File: src/design/gpio_port_pkg.sv
package gpio_port_pkg;

    // ****************
    // register byte offsets on the bus
    // ****************
    localparam logic [7:0] OFF_PORT_ONE_DATA = 8'h00;
    localparam logic [7:0] OFF_PORT_ONE_DIR = 8'h04;
    localparam logic [7:0] OFF_PORT_SIX_DATA = 8'h08;
    localparam logic [7:0] OFF_PORT_SIX_DIR = 8'h0c;
    localparam logic [7:0] OFF_OSC_PORT_DATA = 8'h10;
    localparam logic [7:0] OFF_OSC_PORT_DIR = 8'h14;
    localparam logic [7:0] OFF_STANDBY_CTRL = 8'h18;
    localparam logic [7:0] OFF_SYSTEM_CFG = 8'h1c;

    // ****************
    // implemented pin bits of each port
    // ****************
    localparam logic [7:0] PORT_ONE_MASK = 8'h04;
    localparam logic [7:0] PORT_SIX_MASK = 8'h1c;
    localparam logic [7:0] OSC_PORT_MASK = 8'h07;

    localparam int PIN_TIMER_A = 2;
    localparam int PIN_TIMER_B = 3;
    localparam int PIN_TIMER_CLK = 4;
    localparam int PIN_OSC_IN = 0;
    localparam int PIN_OSC_OUT = 1;
    localparam int PIN_RESET = 2;

    // ****************
    // control bit positions and reset values
    // ****************
    localparam int STANDBY_PIN_FLOAT_BIT = 4;
    localparam int RESET_PIN_SELECT_BIT = 0;
    localparam int MAIN_OSC_PIN_SELECT_BIT = 1;

    localparam logic [7:0] DIR_RESET = 8'h00;
    localparam logic [7:0] LATCH_RESET = 8'h00;
    localparam logic STANDBY_PIN_FLOAT_RESET = 1'b0;
    localparam logic MAIN_OSC_PIN_SELECT_RESET = 1'b0;
    localparam logic RESET_PIN_SELECT_RESET = 1'b1;
    localparam logic [31:0] BUS_READ_ZERO = 32'h0000_0000;

    // ****************
    // pin drive carrier
    // ****************
    typedef struct packed {
        logic [7:0] out;
        logic [7:0] oe;
    } pin_drive_s;

    localparam pin_drive_s DRIVE_FLOAT = '{out: 8'h00, oe: 8'h00};

endpackage : gpio_port_pkg

File: src/design/gpio_port_control.sv
`timescale 1ns/100ps
`default_nettype none

// Contract
// - direction bit one makes the pin a port output
// - port output pin drives its data latch bit
// - data writes always update latch; input pins do not drive it
// - direction bit zero makes the pin a port input
// - output pin data read returns the latch value
// - input pin read returns pin level; read-modify-write returns latch
// - peripheral output enable routes peripheral output to the pin
// - peripheral-driven pin reads pin level; read-modify-write reads latch
// - peripheral input pin reads return pin level
// - reset clears every direction bit, pins become inputs
// - float bit set in stop or watch forces all pins high impedance
// - in forced float the input path is blocked and reads low
// - float bit clear in standby keeps configuration and output levels
// - pins float during reset; software configures them afterwards
// - three-pin port uses bits two, three and four only
// - oscillator select zero gives the two oscillator pins to the oscillator
// - reset select one gives the reset-shared pin to external reset
// - open-drain reset-shared pin floats when driving one
module gpio_port_control #(
    parameter int ADDR_W = 8
) (
    input wire logic clk_i,
    input wire logic rst_i,
    // ****************
    // classic wishbone slave
    // ****************
    input wire logic wb_cyc_i,
    input wire logic wb_stb_i,
    input wire logic wb_we_i,
    input wire logic [ADDR_W-1:0] wb_adr_i,
    input wire logic [3:0] wb_sel_i,
    input wire logic [31:0] wb_dat_i,
    output logic [31:0] wb_dat_o,
    output logic wb_ack_o,
    // ****************
    // cpu and clock controller side, same clock
    // ****************
    input wire logic read_modify_write_access_i,
    input wire logic standby_mode_i,
    // ****************
    // shared peripherals
    // ****************
    input wire logic timer1_output_a_en_i,
    input wire logic timer1_output_a_i,
    input wire logic timer1_output_b_en_i,
    input wire logic timer1_output_b_i,
    output logic timer1_clock_input_o,
    output logic main_osc_enable_o,
    output logic ext_reset_n_o,
    // ****************
    // pins
    // ****************
    input wire logic [7:0] port_one_pins_i,
    input wire logic [7:0] port_six_pins_i,
    input wire logic [7:0] osc_port_pins_i,
    output gpio_port_pkg::pin_drive_s port_one_pins_o,
    output gpio_port_pkg::pin_drive_s port_six_pins_o,
    output gpio_port_pkg::pin_drive_s osc_port_pins_o
);

    // ****************
    // helpers
    // ****************
    function automatic logic [7:0] read_value(
        input logic [7:0] latch,
        input logic [7:0] dir,
        input logic [7:0] level,
        input logic [7:0] periph,
        input logic read_modify_write_access,
        input logic [7:0] mask
    );
        logic [7:0] from_latch;
        from_latch = read_modify_write_access ? 8'hff : (dir & ~periph);
        return ((latch & from_latch) | (level & ~from_latch)) & mask;
    endfunction : read_value

    function automatic gpio_port_pkg::pin_drive_s port_drive(
        input logic [7:0] latch,
        input logic [7:0] dir,
        input logic [7:0] mask
    );
        gpio_port_pkg::pin_drive_s d;
        d.oe = dir & mask;
        d.out = latch & d.oe;
        return d;
    endfunction : port_drive

    // ****************
    // pin synchronisers
    // ****************
    logic [7:0] p1_meta_q;
    logic [7:0] p1_sync_q;
    logic [7:0] p6_meta_q;
    logic [7:0] p6_sync_q;
    logic [7:0] pf_meta_q;
    logic [7:0] pf_sync_q;

    always_ff @(posedge clk_i) begin
        if (rst_i) begin
            p1_meta_q <= 8'h00;
            p1_sync_q <= 8'h00;
            p6_meta_q <= 8'h00;
            p6_sync_q <= 8'h00;
            pf_meta_q <= 8'h00;
            pf_sync_q <= 8'h00;
        end else begin
            p1_meta_q <= port_one_pins_i;
            p1_sync_q <= p1_meta_q;
            p6_meta_q <= port_six_pins_i;
            p6_sync_q <= p6_meta_q;
            pf_meta_q <= osc_port_pins_i;
            pf_sync_q <= pf_meta_q;
        end
    end

    // ****************
    // registers
    // ****************
    logic [7:0] port_one_data_latch_q;
    logic [7:0] port_one_direction_q;
    logic [7:0] port_six_data_latch_q;
    logic [7:0] port_six_direction_q;
    logic [7:0] osc_port_data_latch_q;
    logic [7:0] osc_port_direction_q;
    logic standby_pin_float_q;
    logic main_osc_pin_select_q;
    logic reset_pin_select_q;
    logic ack_q;
    logic [31:0] rdata_q;

    logic req;
    logic wr_en;
    logic [7:0] wbyte;
    logic [7:0] adr8;

    assign req = wb_cyc_i & wb_stb_i;
    // write lands at the edge where the master sees ack
    assign wr_en = req & wb_we_i & ack_q & wb_sel_i[0];
    assign wbyte = wb_dat_i[7:0];
    assign adr8 = 8'(wb_adr_i);

    function automatic logic hit(input logic [7:0] a, input logic [7:0] off);
        return a == off;
    endfunction : hit

    always_ff @(posedge clk_i) begin
        if (rst_i) begin
            port_one_data_latch_q <= gpio_port_pkg::LATCH_RESET;
            port_six_data_latch_q <= gpio_port_pkg::LATCH_RESET;
            osc_port_data_latch_q <= gpio_port_pkg::LATCH_RESET;
        end else if (wr_en) begin
            // latch always takes the write, whatever the direction
            if (hit(adr8, gpio_port_pkg::OFF_PORT_ONE_DATA)) begin
                port_one_data_latch_q <= wbyte & gpio_port_pkg::PORT_ONE_MASK;
            end
            if (hit(adr8, gpio_port_pkg::OFF_PORT_SIX_DATA)) begin
                port_six_data_latch_q <= wbyte & gpio_port_pkg::PORT_SIX_MASK;
            end
            if (hit(adr8, gpio_port_pkg::OFF_OSC_PORT_DATA)) begin
                osc_port_data_latch_q <= wbyte & gpio_port_pkg::OSC_PORT_MASK;
            end
        end
    end

    always_ff @(posedge clk_i) begin
        if (rst_i) begin
            port_one_direction_q <= gpio_port_pkg::DIR_RESET;
            port_six_direction_q <= gpio_port_pkg::DIR_RESET;
            osc_port_direction_q <= gpio_port_pkg::DIR_RESET;
        end else if (wr_en) begin
            if (hit(adr8, gpio_port_pkg::OFF_PORT_ONE_DIR)) begin
                port_one_direction_q <= wbyte & gpio_port_pkg::PORT_ONE_MASK;
            end
            if (hit(adr8, gpio_port_pkg::OFF_PORT_SIX_DIR)) begin
                port_six_direction_q <= wbyte & gpio_port_pkg::PORT_SIX_MASK;
            end
            if (hit(adr8, gpio_port_pkg::OFF_OSC_PORT_DIR)) begin
                osc_port_direction_q <= wbyte & gpio_port_pkg::OSC_PORT_MASK;
            end
        end
    end

    always_ff @(posedge clk_i) begin
        if (rst_i) begin
            standby_pin_float_q <= gpio_port_pkg::STANDBY_PIN_FLOAT_RESET;
            main_osc_pin_select_q <= gpio_port_pkg::MAIN_OSC_PIN_SELECT_RESET;
            reset_pin_select_q <= gpio_port_pkg::RESET_PIN_SELECT_RESET;
        end else if (wr_en) begin
            if (hit(adr8, gpio_port_pkg::OFF_STANDBY_CTRL)) begin
                standby_pin_float_q <= wbyte[gpio_port_pkg::STANDBY_PIN_FLOAT_BIT];
            end
            if (hit(adr8, gpio_port_pkg::OFF_SYSTEM_CFG)) begin
                main_osc_pin_select_q <= wbyte[gpio_port_pkg::MAIN_OSC_PIN_SELECT_BIT];
                reset_pin_select_q <= wbyte[gpio_port_pkg::RESET_PIN_SELECT_BIT];
            end
        end
    end

    // ****************
    // standby override and input levels
    // ****************
    logic float_all;
    logic [7:0] p1_level;
    logic [7:0] p6_level;
    logic [7:0] pf_level;
    logic [7:0] pf_avail;

    // combinational on the mode, so exit restores pins at the next clock edge through the drive registers
    assign float_all = standby_mode_i & standby_pin_float_q;
    // blocked inputs read low to avoid leakage on open pins
    assign p1_level = float_all ? 8'h00 : p1_sync_q;
    assign p6_level = float_all ? 8'h00 : p6_sync_q;
    assign pf_level = float_all ? 8'h00 : pf_sync_q;

    always_comb begin
        pf_avail = gpio_port_pkg::OSC_PORT_MASK;
        if (!main_osc_pin_select_q) begin
            pf_avail[gpio_port_pkg::PIN_OSC_IN] = 1'b0;
            pf_avail[gpio_port_pkg::PIN_OSC_OUT] = 1'b0;
        end
        if (reset_pin_select_q) begin
            pf_avail[gpio_port_pkg::PIN_RESET] = 1'b0;
        end
    end

    // ****************
    // peripheral routing and pin drive
    // ****************
    logic [7:0] p6_periph_en;
    logic [7:0] p6_periph_val;
    gpio_port_pkg::pin_drive_s p1_drive_d;
    gpio_port_pkg::pin_drive_s p6_drive_d;
    gpio_port_pkg::pin_drive_s pf_drive_d;
    gpio_port_pkg::pin_drive_s p1_drive_q;
    gpio_port_pkg::pin_drive_s p6_drive_q;
    gpio_port_pkg::pin_drive_s pf_drive_q;

    always_comb begin
        p6_periph_en = 8'h00;
        p6_periph_val = 8'h00;
        p6_periph_en[gpio_port_pkg::PIN_TIMER_A] = timer1_output_a_en_i;
        p6_periph_val[gpio_port_pkg::PIN_TIMER_A] = timer1_output_a_i;
        p6_periph_en[gpio_port_pkg::PIN_TIMER_B] = timer1_output_b_en_i;
        p6_periph_val[gpio_port_pkg::PIN_TIMER_B] = timer1_output_b_i;
    end

    always_comb begin
        p1_drive_d = port_drive(port_one_data_latch_q, port_one_direction_q,
                                gpio_port_pkg::PORT_ONE_MASK);
        p6_drive_d = port_drive(port_six_data_latch_q, port_six_direction_q,
                                gpio_port_pkg::PORT_SIX_MASK);
        // peripheral wins over the latch on its pins
        p6_drive_d.oe = p6_drive_d.oe | p6_periph_en;
        p6_drive_d.out = (p6_drive_d.out & ~p6_periph_en)
                       | (p6_periph_val & p6_periph_en);
        pf_drive_d = port_drive(osc_port_data_latch_q, osc_port_direction_q, pf_avail);
        // open drain: only a low is driven
        if (pf_drive_d.out[gpio_port_pkg::PIN_RESET]) begin
            pf_drive_d.oe[gpio_port_pkg::PIN_RESET] = 1'b0;
        end
        pf_drive_d.out[gpio_port_pkg::PIN_RESET] = 1'b0;
        if (float_all) begin
            p1_drive_d = gpio_port_pkg::DRIVE_FLOAT;
            p6_drive_d = gpio_port_pkg::DRIVE_FLOAT;
            pf_drive_d = gpio_port_pkg::DRIVE_FLOAT;
        end
    end

    // float bit clear: pins keep following the normal settings
    always_ff @(posedge clk_i) begin
        if (rst_i) begin
            p1_drive_q <= gpio_port_pkg::DRIVE_FLOAT;
            p6_drive_q <= gpio_port_pkg::DRIVE_FLOAT;
            pf_drive_q <= gpio_port_pkg::DRIVE_FLOAT;
        end else begin
            p1_drive_q <= p1_drive_d;
            p6_drive_q <= p6_drive_d;
            pf_drive_q <= pf_drive_d;
        end
    end

    assign port_one_pins_o = p1_drive_q;
    assign port_six_pins_o = p6_drive_q;
    assign osc_port_pins_o = pf_drive_q;

    // ****************
    // peripheral inputs
    // ****************
    logic timer1_clock_q;
    logic main_osc_enable_q;
    logic ext_reset_n_q;

    always_ff @(posedge clk_i) begin
        if (rst_i) begin
            timer1_clock_q <= 1'b0;
            main_osc_enable_q <= 1'b1;
            ext_reset_n_q <= 1'b1;
        end else begin
            // pin level goes to the timer whatever the direction
            timer1_clock_q <= p6_level[gpio_port_pkg::PIN_TIMER_CLK];
            main_osc_enable_q <= ~main_osc_pin_select_q;
            // reset path is not a port input, so it ignores the blocking
            ext_reset_n_q <= ~reset_pin_select_q
                           | pf_sync_q[gpio_port_pkg::PIN_RESET];
        end
    end

    assign timer1_clock_input_o = timer1_clock_q;
    assign main_osc_enable_o = main_osc_enable_q;
    assign ext_reset_n_o = ext_reset_n_q;

    // ****************
    // bus answer
    // ****************
    logic [7:0] rbyte;
    logic read_modify_write_access;

    assign read_modify_write_access = read_modify_write_access_i;

    always_comb begin
        rbyte = 8'h00;
        unique case (adr8)
            gpio_port_pkg::OFF_PORT_ONE_DATA: rbyte = read_value(port_one_data_latch_q,
                port_one_direction_q, p1_level, 8'h00, read_modify_write_access, gpio_port_pkg::PORT_ONE_MASK);
            gpio_port_pkg::OFF_PORT_ONE_DIR: rbyte = port_one_direction_q;
            gpio_port_pkg::OFF_PORT_SIX_DATA: rbyte = read_value(port_six_data_latch_q,
                port_six_direction_q, p6_level, p6_periph_en, read_modify_write_access,
                gpio_port_pkg::PORT_SIX_MASK);
            gpio_port_pkg::OFF_PORT_SIX_DIR: rbyte = port_six_direction_q;
            // pins handed away read as zero
            gpio_port_pkg::OFF_OSC_PORT_DATA: rbyte = read_value(osc_port_data_latch_q,
                osc_port_direction_q, pf_level, 8'h00, read_modify_write_access, pf_avail);
            gpio_port_pkg::OFF_OSC_PORT_DIR: rbyte = osc_port_direction_q;
            gpio_port_pkg::OFF_STANDBY_CTRL: begin
                rbyte[gpio_port_pkg::STANDBY_PIN_FLOAT_BIT] = standby_pin_float_q;
            end
            gpio_port_pkg::OFF_SYSTEM_CFG: begin
                rbyte[gpio_port_pkg::MAIN_OSC_PIN_SELECT_BIT] = main_osc_pin_select_q;
                rbyte[gpio_port_pkg::RESET_PIN_SELECT_BIT] = reset_pin_select_q;
            end
            default: rbyte = 8'h00;
        endcase
    end

    always_ff @(posedge clk_i) begin
        if (rst_i) begin
            ack_q <= 1'b0;
        end else begin
            // one wait cycle, then ack for one cycle
            ack_q <= req & ~ack_q;
        end
    end

    always_ff @(posedge clk_i) begin
        if (rst_i) begin
            rdata_q <= gpio_port_pkg::BUS_READ_ZERO;
        end else if (req & ~ack_q & ~wb_we_i) begin
            rdata_q <= {24'h000000, rbyte};
        end else begin
            rdata_q <= gpio_port_pkg::BUS_READ_ZERO;
        end
    end

    assign wb_ack_o = ack_q;
    assign wb_dat_o = rdata_q;

endmodule : gpio_port_control

`default_nettype wire

File: config.mk
export PLATFORM = sky130hd
export DESIGN_NAME = gpio_port_control
export DESIGN_NICKNAME = d
export VERILOG_FILES = /design/src/design/gpio_port_pkg.sv /design/src/design/gpio_port_control.sv
export SDC_FILE = /design/constraint.sdc
export NUM_CORES = 1
export LEC_CHECK = 0
export BUFFER_PORTS_ARGS = -buffer_cell sky130_fd_sc_hd__buf_2
export CAP_MARGIN = 10
export CORE_ASPECT_RATIO = 1.5
export CORE_MARGIN = 2
export CORE_UTILIZATION = 45
export CTS_CLUSTER_DIAMETER = 60
export CTS_CLUSTER_SIZE = 28
export DETAILED_ROUTE_END_ITERATION = 6
export PLACE_DENSITY = 0.91
export SLEW_MARGIN = 5
export SYNTH_ARGS = -nofsm -noshare
export SYNTH_HDL_FRONTEND = slang
export SYNTH_SLANG_ARGS = --single-unit
export TNS_END_PERCENT = 20
File: constraint.sdc
create_clock -name clk_i -period 3.06 [get_ports clk_i]
set_clock_uncertainty 0.05 [all_clocks]
set_input_delay 0.306 -clock clk_i [delete_from_list [all_inputs] [get_ports clk_i]]
set_output_delay 0.306 -clock clk_i [all_outputs]
set_load 0.01 [all_outputs]
After elaboration in Yosys (flattened, before gate mapping)
Cells that the tools add are included.
- bits in read-only memories: 0
- register bits after elaboration: 133
- input bits: 79
- output and inout port bits: 84
- bits in latches: 0
- memories kept: 0
- bits in writable memories: 0
- divide/modulo/power cells: 0
- equal/unequal tests: 7
- $lt $le $gt $ge: 0
- shifts and indexed selects: 0
- bitwise operators: 36
- reduce and logical (&&, ||, !) cells: 12
- add/sub/neg operators: 0
- $mul: 0
- muxes and demuxes: 12
- operators with widths (operator ; number):
    $eq 8x5->1 const B ; 4
    $and 5x5->5 ; 4
    $eq 8x4->1 const B ; 2
    $mux 8 ; 2
    $reduce_and 2->1 ; 8
    $and 3x3->3 ; 5
    $pmux 2 s6 ; 1
    $mux 5 ; 2
    $mux 3 ; 3
    $and 3x8->8 ; 1
    $and 5x8->8 ; 1
    $and 8x3->8 ; 1
    $and 8x8->8 ; 1
    $eq 8x3->1 const B ; 1
    $logic_not 8->1 ; 1
    $not 4->8 ; 1
    $not 8->8 ; 1
    $or 8x4->8 ; 1
    $or 8x8->8 ; 1
    $and 1x1->1 ; 7
    $pmux 2 s3 ; 1
    $not 1->1 ; 5
    $not 5->5 ; 1
    $or 5x4->5 ; 1
    other kinds (10) ; 11

Longest topological paths before layout
Gate-level depths: netlist of run 1.
- depth in word-level cells: 7
- mapped depth: 6
- gate-level depth less buffers: 5

Worst setup path before layout of run 1
OpenSTA, ideal clock, no wires.
- path kind: input-to-reg
- start: in wb_adr_i[5]
- end: reg reset_pin_select_q
- slack: 1186 ps
- buffers on the path: 0
- stages: 5
- data required time: 2890 ps
- setup time: 120 ps
- arrival time: 1705 ps
- cells stage by stage: or4_4 > nor3b_4 > nor3b_2 > nor2_1 > a211o_1
- cells in the longest elaborated chain, start to end: 2
- ends and longest elaborated chain (item ; RTL line ; text):
    start: declaration ; gpio_port_control.sv:34 ; input wire logic [ADDR_W-1:0] wb_adr_i,
    $eq 8x5->1 ; gpio_port_control.sv:147 ; return a == off;
    $reduce_and 2->1 (no line) ; -- ;
    end signal: assignment ; gpio_port_control.sv:191 ; reset_pin_select_q <= gpio_port_pkg::RESET_PIN_SELECT_RESET;
    end signal: assignment ; gpio_port_control.sv:198 ; reset_pin_select_q <= wbyte[gpio_port_pkg::RESET_PIN_SELECT_BIT];
    end: declaration ; gpio_port_control.sv:131 ; logic reset_pin_select_q;
Every way passes these cells.
A chain may end at the register's enable or synchronous reset.

Worst setup path after layout of run 1
Same ends and word-level chain as after synthesis.

==> results of run 1 <==
-- how the worst max path moves through the flow --
stage | startpoint | cells past startpoint | end
after floorplan | wb_adr_i[5] | 5 | reset_pin_select_q$_SDFFE_PP1P_
after global placement | wb_adr_i[5] | 6 | wb_dat_o[2]$_SDFF_PP0_
after detailed placement | wb_adr_i[5] | 6 | reset_pin_select_q$_SDFFE_PP1P_
after CTS | wb_adr_i[5] | 6 | reset_pin_select_q$_SDFFE_PP1P_
after global routing | wb_adr_i[5] | 6 | wb_dat_o[2]$_SDFF_PP0_
final | wb_adr_i[5] | 6 | reset_pin_select_q$_SDFFE_PP1P_
-- stage by stage --
step	std cells	setup slack, ns	hold slack, ns
final	396	1.21	0.164
after global routing	396	1.12	0.163
after CTS	396	1.22	0.154
after detailed placement	388	0.874	0.374
after global placement	388	0.910	0.372
after floorplan	335	1.19	0.363
-- layout make-up --
class,instances,area [sq um],area share (%)
multi-input cells,207,1160,42.7
inverters,4,15.0,0.554
flip-flops and latches,53,1060,39.2
clock buffers,5,68.8,2.54
well taps,70,87.6,3.23
clock inverters,3,46.3,1.71
repair buffers,54,273,10.1
-- worst register-to-register path, stage by stage (launching register included) --
cell	delay (ns)
dfxtp_1	0.38
and4_1	0.24
nand3_1	0.22
nor3b_2	0.35
nor2_1	0.07
a211o_1	0.26
-- cells by family after synthesis --
family | Yosys count
buffers and inverters | 75
AOI/OAI and AO/OA | 34
DFF | 53
other | 1
muxes | 12
and+or+nand+nor | 99
-- sequential cells by signal (all words and copies together) (netlist names), 2 cells and up --
signal	cells
osc_port_data_latch_q	3
osc_port_direction_q	3
osc_port_pins_o	5
p6_meta_q	3
p6_sync_q	3
pf_meta_q	3
pf_sync_q	3
port_one_pins_o	2
port_six_data_latch_q	3
port_six_direction_q	3
port_six_pins_o	6
wb_dat_o	5
-- power breakdown --
group	switching (mW)	internal [mW]
registers	0.00397	0.702
logic	0.0803	0.0333
clock network	0.227	0.245
-- layout by cell type, fill, tap and decap left out, drive strengths merged, types with 2 or more instances in the layout --
cell type  instances
nor4               3
a21oi              8
nor3b              3
nand2b             2
nor2b             16
a31oi              2
mux2i             11
and2               7
nor2              20
and3               7
conb              62
and2b              2
a2111oi            2
a221oi             2
nor3               3
buf               54
inv                4
nand2             19
dfxtp             53
nand3              9
nand3b             3
o21a               2
clkbuf             5
o21ai             10
-- per-layer routing --
metal / GRT usage [%] / vias up / part of all wire (%)
li1: - / 892 / -
met1: 16.2 / 821 / 37
met2: 27.7 / 133 / 50
met3: 3.19 / 12 / 10
met4: 7.81 / 0 / 2.3
met5: 0 / - / 0
==> summary.md, run 1 <==
| Metric | Value |
|---|---|
| Fillers | 552 |
| IO Port Bufs | 53 |
| Reg2reg end | reset_pin_select_q$_SDFFE_PP1P_ |
| Register bit count reported by yosys | 53 |
| Static leakage | 1.26 nW |
| Share of cells above drive strength 1 | 21.8% |
| Total Power | 1.29 mW |
| Synth top area share | 42.2% |
| XOR/XNOR Fraction of Synth Area | 0% |
| Slew margin rel. | 43.2% |
| Drt via density | 4.69 |
| Mux cell area share after synthesis | 4.83% |
| Slowest CP cell | or4_4 |
| Nets | 404 |
| Mapped cell area | 2510 sq um |
| Fin. max-slew vios | 0 |
| WP data arrival | 2.01 ns |
| Worst hold path depth | 2 |
| Synth Area in Compound Gates | 8.56% |
| Fin Setup TNS | 0 ns |
| Final hold violation count | 0 |
| Via count | 1858 |
| Synth area leader | dfxtp_1 |
| Post-route cell area | 2710 sq um |
| Syn Area/Cell | 9.18 sq um |
| Post-CTS setup buffer count | 0 |
| Initial DRC Count | 109 |
| Area post-placement | 2590 sq um |
| CTS tree | built |
| Largest family of logic cells by synthesized area | simple AND/OR/NAND/NOR gates |
| Worst R2R Start | wb_ack_o$_SDFF_PP0_ |
| DR DRC count | 0 |
| H-tree levels | 2 |
| Seq/Total Area, Yosys | 42.2% |
| Synth unique cells | 43 |
| # resized after CTS | 0 |
| Simple-gate share of the synthesized area | 23.4% |
| Initial Util | 46.1% |
| Max_cap viols | 0 |
| Clock sink count | 53 |
| Hold buffers post-CTS | 0 |
| CTS Root Cell | clkbuf_8 |
| Pre-antenna DRT Iters | 5 |
| Worst-margin pin slew | 0.844 ns |
| Clk slew on worst S/H paths | 0.10 ns |
| Area added between synthesis and finish | 7.71% |
| Crit path max fanout | 6 |
| WHS Endpoint | p6_meta_q[4]$_SDFF_PP0_ |
| Worst hold-check path type | primary input to flip-flop |
| Synth Flop Type | dfxtp_1 |
| Top Ports | 163 |
| Critical path class | primary input to flip-flop |
| Status | completed |
| CP Launch Type | primary input |
| Adder-cell area share of the yosys netlist | 0% |
| CP bufs+invs | 1 |
| Die Y | 95.6 microns |
| Width of the chip | 65.0 microns |
| Most frequent cell after synthesis | buf_4 |
| Final period util | 60.4% |
| Cell Pwr Density | 477 nW/um^2 |
| Final WL | 4730 microns |
| Num CTS Buffers | 5 |
| Cells after Synth | 274 |
| Top cells by count, synth | buf_4, dfxtp_1, nor2_1 |
| HPWL after DPL | 3590 microns |
| Longest Clk Path Bufs | 2 |
| Reg2Reg Depth | 5 |
| Antenna violations before repair | 0 |
| Vias in the first global route | 1604 |
| Fmax achieved | 0.541 GHz |
| Post-Route Utilization | 49.7% |
| Synth area leaders | dfxtp_1, buf_4, mux2i_1 |
| Hold_sp | port_six_pins_i[4] |
| Number of synthesized flops with an enable pin | 0 |
| Antenna cells | 0 |
| Remaining Overflow, GRT | 0 |
| Reg2reg setup slack | 1.40 ns |
| Std-Cell Rows | 33 |
| RSZ-0062 raised after global routing | false |
| Routed Antenna Nets | 0 |
| Async set or reset register ratio after synthesis | 0% |
| CP peak stage delay | 0.59 ns |
| Crit. End Element | flip-flop |
| First-pass GRT wire length | 7190 microns |
| WL/cell | 11.9 microns |
| Clk Latency, worst-skew pair | 0.30 ns |
| # setup viols final | 0 |
| Core area | 5450 sq um |
| Worst IR Drop VDD | 0.000242 V |
| RePlAce Congestion | 0.894 |
| Synth Warn # | 0 |
| GRT Overall Usage | 15.2% |
| Final min period | 1.85 ns |
| Largest net degree at the start of global routing | 23 |
| DIE AREA | 6220 sq um |
| CP required | 3.22 ns |
| Crit path max-delay family | simple AND/OR/NAND/NOR gates |
| Worst path cell trace | buf_2 > or4_4 > nor3b_4 > nor3b_2 > nor2_1 > a211o_1 |
Note: power is estimated with default switching activity, not from simulation.
==> inputs of run 2 (changes only) <==
--- a/config.mk
+++ b/config.mk
@@ -9,11 +9,11 @@
 export CAP_MARGIN = 10
 export CORE_ASPECT_RATIO = 1.5
 export CORE_MARGIN = 2
-export CORE_UTILIZATION = 45
+export CORE_UTILIZATION = 42
 export CTS_CLUSTER_DIAMETER = 60
 export CTS_CLUSTER_SIZE = 28
 export DETAILED_ROUTE_END_ITERATION = 6
-export PLACE_DENSITY = 0.91
+export PLACE_DENSITY = 0.86
 export SLEW_MARGIN = 5
 export SYNTH_ARGS = -nofsm -noshare
 export SYNTH_HDL_FRONTEND = slang
==> constraint.sdc (replaced) <==
create_clock -name clk_i -period 1.8 [get_ports clk_i]
set_clock_uncertainty 0.05 [all_clocks]
set_input_delay 0.18 -clock clk_i [delete_from_list [all_inputs] [get_ports clk_i]]
set_output_delay 0.18 -clock clk_i [all_outputs]
set_load 0.01 [all_outputs]
==> run 2 against run 1 <==
Combinational power rose by 80%. Global-route usage rose by 0.092 points. Sequential cell count did not move. Non-clock buffer count rose by 12. Final cell count rose by 3.5%.
==> summary.md, run 2 (synthesized netlist as in run 1, its figures left out) <==
| Metric | Value |
|---|---|
| # resized after CTS | 0 |
| Routed Antenna Nets | 0 |
| Vias in the first global route | 1659 |
| First-pass GRT wire length | 7670 microns |
| Num CTS Buffers | 5 |
| Most frequent cells in the layout | conb_1, dfxtp_1, buf_2 |
| Worst hold-check path type | primary input to flip-flop |
| Fin Setup TNS | 0 ns |
| Initial Util | 43.5% |
| DR DRC count | 0 |
| Combinational share of power | 8.8% |
| Max_cap viols | 0 |
| DIE AREA | 6640 sq um |
| Fin. max-slew vios | 0 |
| Core area | 5790 sq um |
| CP bufs+invs | 0 |
| Longest Clk Path Bufs | 2 |
| Sw frac | 22.5% |
| Top Ports | 163 |
| Std-Cell Rows | 34 |
| Worst path cell trace | and4_1 > nand3_1 > and2b_1 > mux2i_1 > nor2_1 |
| Share of cells above drive strength 1 | 24.6% |
| Area added between synthesis and finish | 12.1% |
| Hold buffers post-CTS | 0 |
| Static leakage | 1.33 nW |
| Clock sink count | 53 |
| Width of the chip | 67.2 microns |
| Antenna cells | 0 |
| CP Launch Type | flip-flop |
| Crit path max fanout | 4 |
| Final hold violation count | 0 |
| Post-CTS setup buffer count | 0 |
| CTS Root Cell | clkbuf_8 |
| Remaining Overflow, GRT | 0 |
| Clk pwr share | 39.9% |
| Largest net degree at the start of global routing | 24 |
| Antenna violations before repair | 0 |
| Commonest non-fill, non-tap cell in the layout | conb_1 |
| Slowest CP cell | and2b_1 |
| WL/cell | 12.0 microns |
| Hold slack | 0.0326 ns |
| CP required | 1.94 ns |
| Cell Pwr Density | 828 nW/um^2 |
| Via count | 1873 |
| RePlAce Congestion | 0.896 |
| RSZ-0062 raised after global routing | false |
| Fmax achieved | 0.583 GHz |
| Crit path max-delay family | simple AND/OR/NAND/NOR gates |
| H-tree levels | 2 |
| Nets | 416 |
| Critical path class | flip-flop to flip-flop |
| GRT Overall Usage | 15.3% |
| Die Y | 98.8 microns |
| Crit. End Element | flip-flop |
| Final min period | 1.71 ns |
| IO Port Bufs | 53 |
| Worst IR Drop VDD | 0.000389 V |
| Drt via density | 4.57 |
| Final WL | 4900 microns |
| # setup viols final | 0 |
| Switching power | 0.525 mW |
| Initial DRC Count | 106 |
| Final period util | 95.3% |
| CP peak stage delay | 0.40 ns |
| Pint | 1.81 mW |
| HPWL after DPL | 3870 microns |
| Max reg flops | 6 |
| Clk Latency, worst-skew pair | 0.30 ns |
| Clk slew on worst S/H paths | 0.09 ns |
| Status | completed |
| Seq pwr share | 51.4% |
| WP data arrival | 1.85 ns |
| CTS tree | built |
| Pre-antenna DRT Iters | 4 |
==> run 2: cell count changes in the layout (fill, tap and decap cells not counted) <==
cell | before | now
buf_4 | 1 | 13
clkinv_2 | 0 | 1
clkinv_4 | 1 | 0
bufinv_16 | 1 | 2
clkinvlp_4 | 1 | 0
==> run 2: power groups by stage <==
stage,logic [mW],clock network [mW],registers [mW]
floorplan,0.221,0,1.23
detailed placement,0.202,0,1.23
finish,0.205,0.931,1.20
CTS,0.202,0.957,1.20
global route,0.226,0.982,1.20
global placement,0.200,0,1.23
==> run 2: area by class of cell <==
| cell class | instances | area [sq um] |
|---|---|---|
| clock buffers | 5 | 68.8 |
| fillers | 591 | 2970 |
| flip-flops and latches | 53 | 1060 |
| multi-input cells | 207 | 1160 |
| inverters | 4 | 15.0 |
| clock inverters | 3 | 65.1 |
| well taps | 72 | 90.1 |
| repair buffers | 66 | 363 |
==> run 2: worst paths after layout <==
kind / startpoint / end / slack [ns] / depth (start not counted)
max reg2reg: wb_ack_o$_SDFF_PP0_ / port_six_direction_q[4]$_SDFFE_PP0P_ / 0.09 / 5
min: osc_port_pins_i[0] / pf_meta_q[0]$_SDFF_PP0_ / 0.03 / 2
min reg2reg: p6_meta_q[4]$_SDFF_PP0_ / p6_sync_q[4]$_SDFF_PP0_ / 0.39 / 1
max: wb_ack_o$_SDFF_PP0_ / port_six_direction_q[4]$_SDFFE_PP0P_ / 0.09 / 5
==> run 2: stage by stage <==
step / setup WS, ns / util [%] / cells / cell area, sq um / power (mW)
2_1_floorplan: 0.0516 / - / 335 / 2740 / 1.45
3_3_place_gp: -0.142 / 46.4 / 402 / 2690 / 1.43
3_5_place_dp: -0.125 / 46.4 / 402 / 2690 / 1.43
4_1_cts: 0.0918 / 48.7 / 410 / 2820 / 2.36
5_1_grt: 0.0168 / 48.7 / 410 / 2820 / 2.41
6_report: 0.0853 / 48.7 / 410 / 2820 / 2.33
==> run 2: per-layer routing <==
metal	vias to the layer above	global-route usage (%)	wire length [microns]	part of all wire, %
met5	-	0	0	0
met4	0	8.48	116	2.4
met3	8	2.28	433	8.8
met2	115	27.3	2500	51
met1	830	16.5	1850	38
li1	920	-	-	-
==> inputs of run 3 (changes only) <==
--- a/config.mk
+++ b/config.mk
@@ -5,11 +5,12 @@
 export SDC_FILE = /design/constraint.sdc
 export NUM_CORES = 1
 export LEC_CHECK = 0
+export ABC_AREA = 1
 export BUFFER_PORTS_ARGS = -buffer_cell sky130_fd_sc_hd__buf_2
 export CAP_MARGIN = 10
 export CORE_ASPECT_RATIO = 1.5
 export CORE_MARGIN = 2
-export CORE_UTILIZATION = 42
+export CORE_UTILIZATION = 43
 export CTS_CLUSTER_DIAMETER = 60
 export CTS_CLUSTER_SIZE = 28
 export DETAILED_ROUTE_END_ITERATION = 6
==> run 3 against run 2 <==
Synthesized cell count increased by 26%. Combinational power increased by 6%. Sequential power about the same. Sequential share of layout area decreased by 1.1 points. Critical endpoint is now osc_port_pins_o[8]$_SDFF_PP0_. Largest cell class unchanged. Largest power group unchanged. Highest routed layer unchanged.
==> summary.md, run 3 <==
| Metric | Value |
|---|---|
| Status | completed |
| Cells after Synth | 344 |
| Final WL | 5150 microns |
| Syn Area/Cell | 7.74 sq um |
| Cell Pwr Density | 811 nW/um^2 |
| Register bit count reported by yosys | 53 |
| RSZ-0062 raised after global routing | false |
| Synth area leaders | dfxtp_1, buf_4, nor2_1 |
| Post-CTS setup buffer count | 0 |
| Crit. End Element | flip-flop |
| Synth Flop Type | dfxtp_1 |
| Longest Clk Path Bufs | 2 |
| Seq/Total Area, Yosys | 39.9% |
| Remaining Overflow, GRT | 0 |
| Final hold violation count | 0 |
| IO Port Bufs | 53 |
| # setup viols final | 0 |
| Slew margin rel. | 63.5% |
| Vias in the first global route | 1849 |
| CP Launch Type | flip-flop |
| Clk pwr share | 39.7% |
| Final period util | 80.9% |
| Switching power | 0.548 mW |
| Antenna cells | 0 |
| Clk slew on worst S/H paths | 0.09 ns |
| Mapped cell area | 2660 sq um |
| H-tree levels | 2 |
| Hold buffers post-CTS | 0 |
| DR DRC count | 0 |
| Initial Util | 44.0% |
| Drt via density | 4.47 |
| HPWL after DPL | 4090 microns |
| Synth top area share | 39.9% |
| Top Ports | 163 |
| Routed Antenna Nets | 0 |
| CP peak stage delay | 0.41 ns |
| Synth unique cells | 29 |
| Seq pwr share | 51.0% |
| Critical path class | flip-flop to flip-flop |
| Most frequent cells in the layout | conb_1, dfxtp_1, buf_2 |
| Share of cells above drive strength 1 | 23.2% |
| Fin Setup TNS | 0 ns |
| Crit. Startpoint | standby_pin_float_q$_SDFFE_PP0P_ |
| Initial DRC Count | 140 |
| Via count | 2122 |
| Async set or reset register ratio after synthesis | 0% |
| Largest net degree at the start of global routing | 19 |
| Synth area leader | dfxtp_1 |
| Hold_sp | port_six_pins_i[2] |
| Clk Latency, worst-skew pair | 0.31 ns |
| Critical Path Most Common Cell | nand2_1 |
| Number of synthesized flops with an enable pin | 0 |
| Std-Cell Rows | 35 |
| Antenna violations before repair | 0 |
| Pre-antenna DRT Iters | 4 |
| WP data arrival | 1.61 ns |
| Worst-margin pin slew | 0.546 ns |
| Pint | 1.80 mW |
| Commonest non-fill, non-tap cell in the layout | conb_1 |
| Final min period | 1.46 ns |
| Static leakage | 1.40 nW |
| Width of the chip | 68.2 microns |
| # resized after CTS | 0 |
| WL/cell | 10.8 microns |
| RePlAce Congestion | 0.835 |
| Worst IR Drop VDD | 0.000507 V |
| Max_cap viols | 0 |
| Crit path max-delay family | simple AND/OR/NAND/NOR gates |
| Nets | 479 |
| Synth Warn # | 0 |
| Pre-CTS worst setup slack | 0.350 ns |
| CP bufs+invs | 0 |
| Max reg flops | 6 |
| Fmax achieved | 0.686 GHz |
| First-pass GRT wire length | 8000 microns |
| Setup ws final | 0.343 ns |
| Clock sink count | 53 |
| Die Y | 100 microns |
| Worst hold-check path type | primary input to flip-flop |
| CTS tree | built |
| Combinational share of power | 9.3% |
| Sw frac | 23.3% |
| Most frequent cell after synthesis | buf_4 |
| DIE AREA | 6850 sq um |
| CTS Root Cell | clkbuf_8 |
| Fin. max-slew vios | 0 |
| CP required | 1.96 ns |
| Area added between synthesis and finish | 9.03% |
| Worst R2R Start | standby_pin_float_q$_SDFFE_PP0P_ |
| Slowest CP cell | nand2_1 |
| Core area | 6040 sq um |
| Top cells by count, synth | buf_4, dfxtp_1, nor2_1 |
| Num CTS Buffers | 5 |
| GRT Overall Usage | 15.4% |
| Worst path cell trace | nand2_1 > nand2_1 > nor4_1 |
| Crit path max fanout | 14 |
==> run 3: cell types whose count changed after synthesis, sizes merged, moves of 13 or more <==
cell | previous run | this run
nand3 | 9 | 22
nor2b | 16 | 0
nand2 | 19 | 43
nor2 | 20 | 59
inv | 4 | 45
==> run 3: worst paths after layout <==
path	slack, ns	cells after the start	end
hold reg to reg	0.36	2	p6_sync_q[2]$_SDFF_PP0_
hold / removal	0.01	3	p6_meta_q[2]$_SDFF_PP0_
setup reg to reg	0.34	3	osc_port_pins_o[8]$_SDFF_PP0_
setup / recovery	0.34	3	osc_port_pins_o[8]$_SDFF_PP0_
==> run 3: per-stage QoR <==
stage                     total power [mW]  cell area [sq um]  hold slack [ns]  std cells  util, %
after global placement                1.44               2770            0.335        467     45.8
final                                 2.35               2900           0.0146        475     48.0
after global routing                  2.45               2900          0.00576        475     48.0
after CTS                             2.36               2900           0.0134        475     48.0
after detailed placement              1.44               2770            0.335        467     45.8
after floorplan                       1.47               2890            0.237        405        -
==> run 3: power groups by stage <==
stage	clock, mW	sequential, mW	combinational [mW]
2_1_floorplan	0	1.23	0.242
3_3_place_gp	0	1.23	0.212
3_5_place_dp	0	1.23	0.216
4_1_cts	0.944	1.20	0.217
5_1_grt	1.00	1.20	0.243
6_report	0.934	1.20	0.218
==> run 3: cell families after synthesis <==
kind of cell,Yosys count,share of synthesized area [%]
buffers and inverters,113,25.7
AO/OA/AOI/OAI,41,8.18
other,1,0.141
AND/OR/NAND/NOR,136,26.1
flip-flops,53,39.9
==> run 3: metal layers <==
layer / wire [microns] / part of all wire, % / track usage, % / up-vias
met5: 0 / 0 / 0 / -
met4: 135 / 2.6 / 6.77 / 0
met3: 428 / 8.3 / 3.59 / 14
met2: 2690 / 52 / 27.6 / 98
met1: 1890 / 37 / 16.5 / 954
li1: - / - / - / 1056
==> run 3: area by class of cell <==
cell class / count / area, sq um
Inverter: 45 / 169
Timing Repair Buffer: 56 / 300
Clock buffer: 5 / 68.8
Tap cell: 74 / 92.6
Multi-Input combinational cell: 239 / 1140
Clock inverter: 3 / 65.1
Sequential cell: 53 / 1060
Fill cell: 624 / 3140
==> run 3: worst min-delay path: stages <==
cell and delay [ns]:
buf_2 0.07, inv_1 0.03, nor2_1 0.06
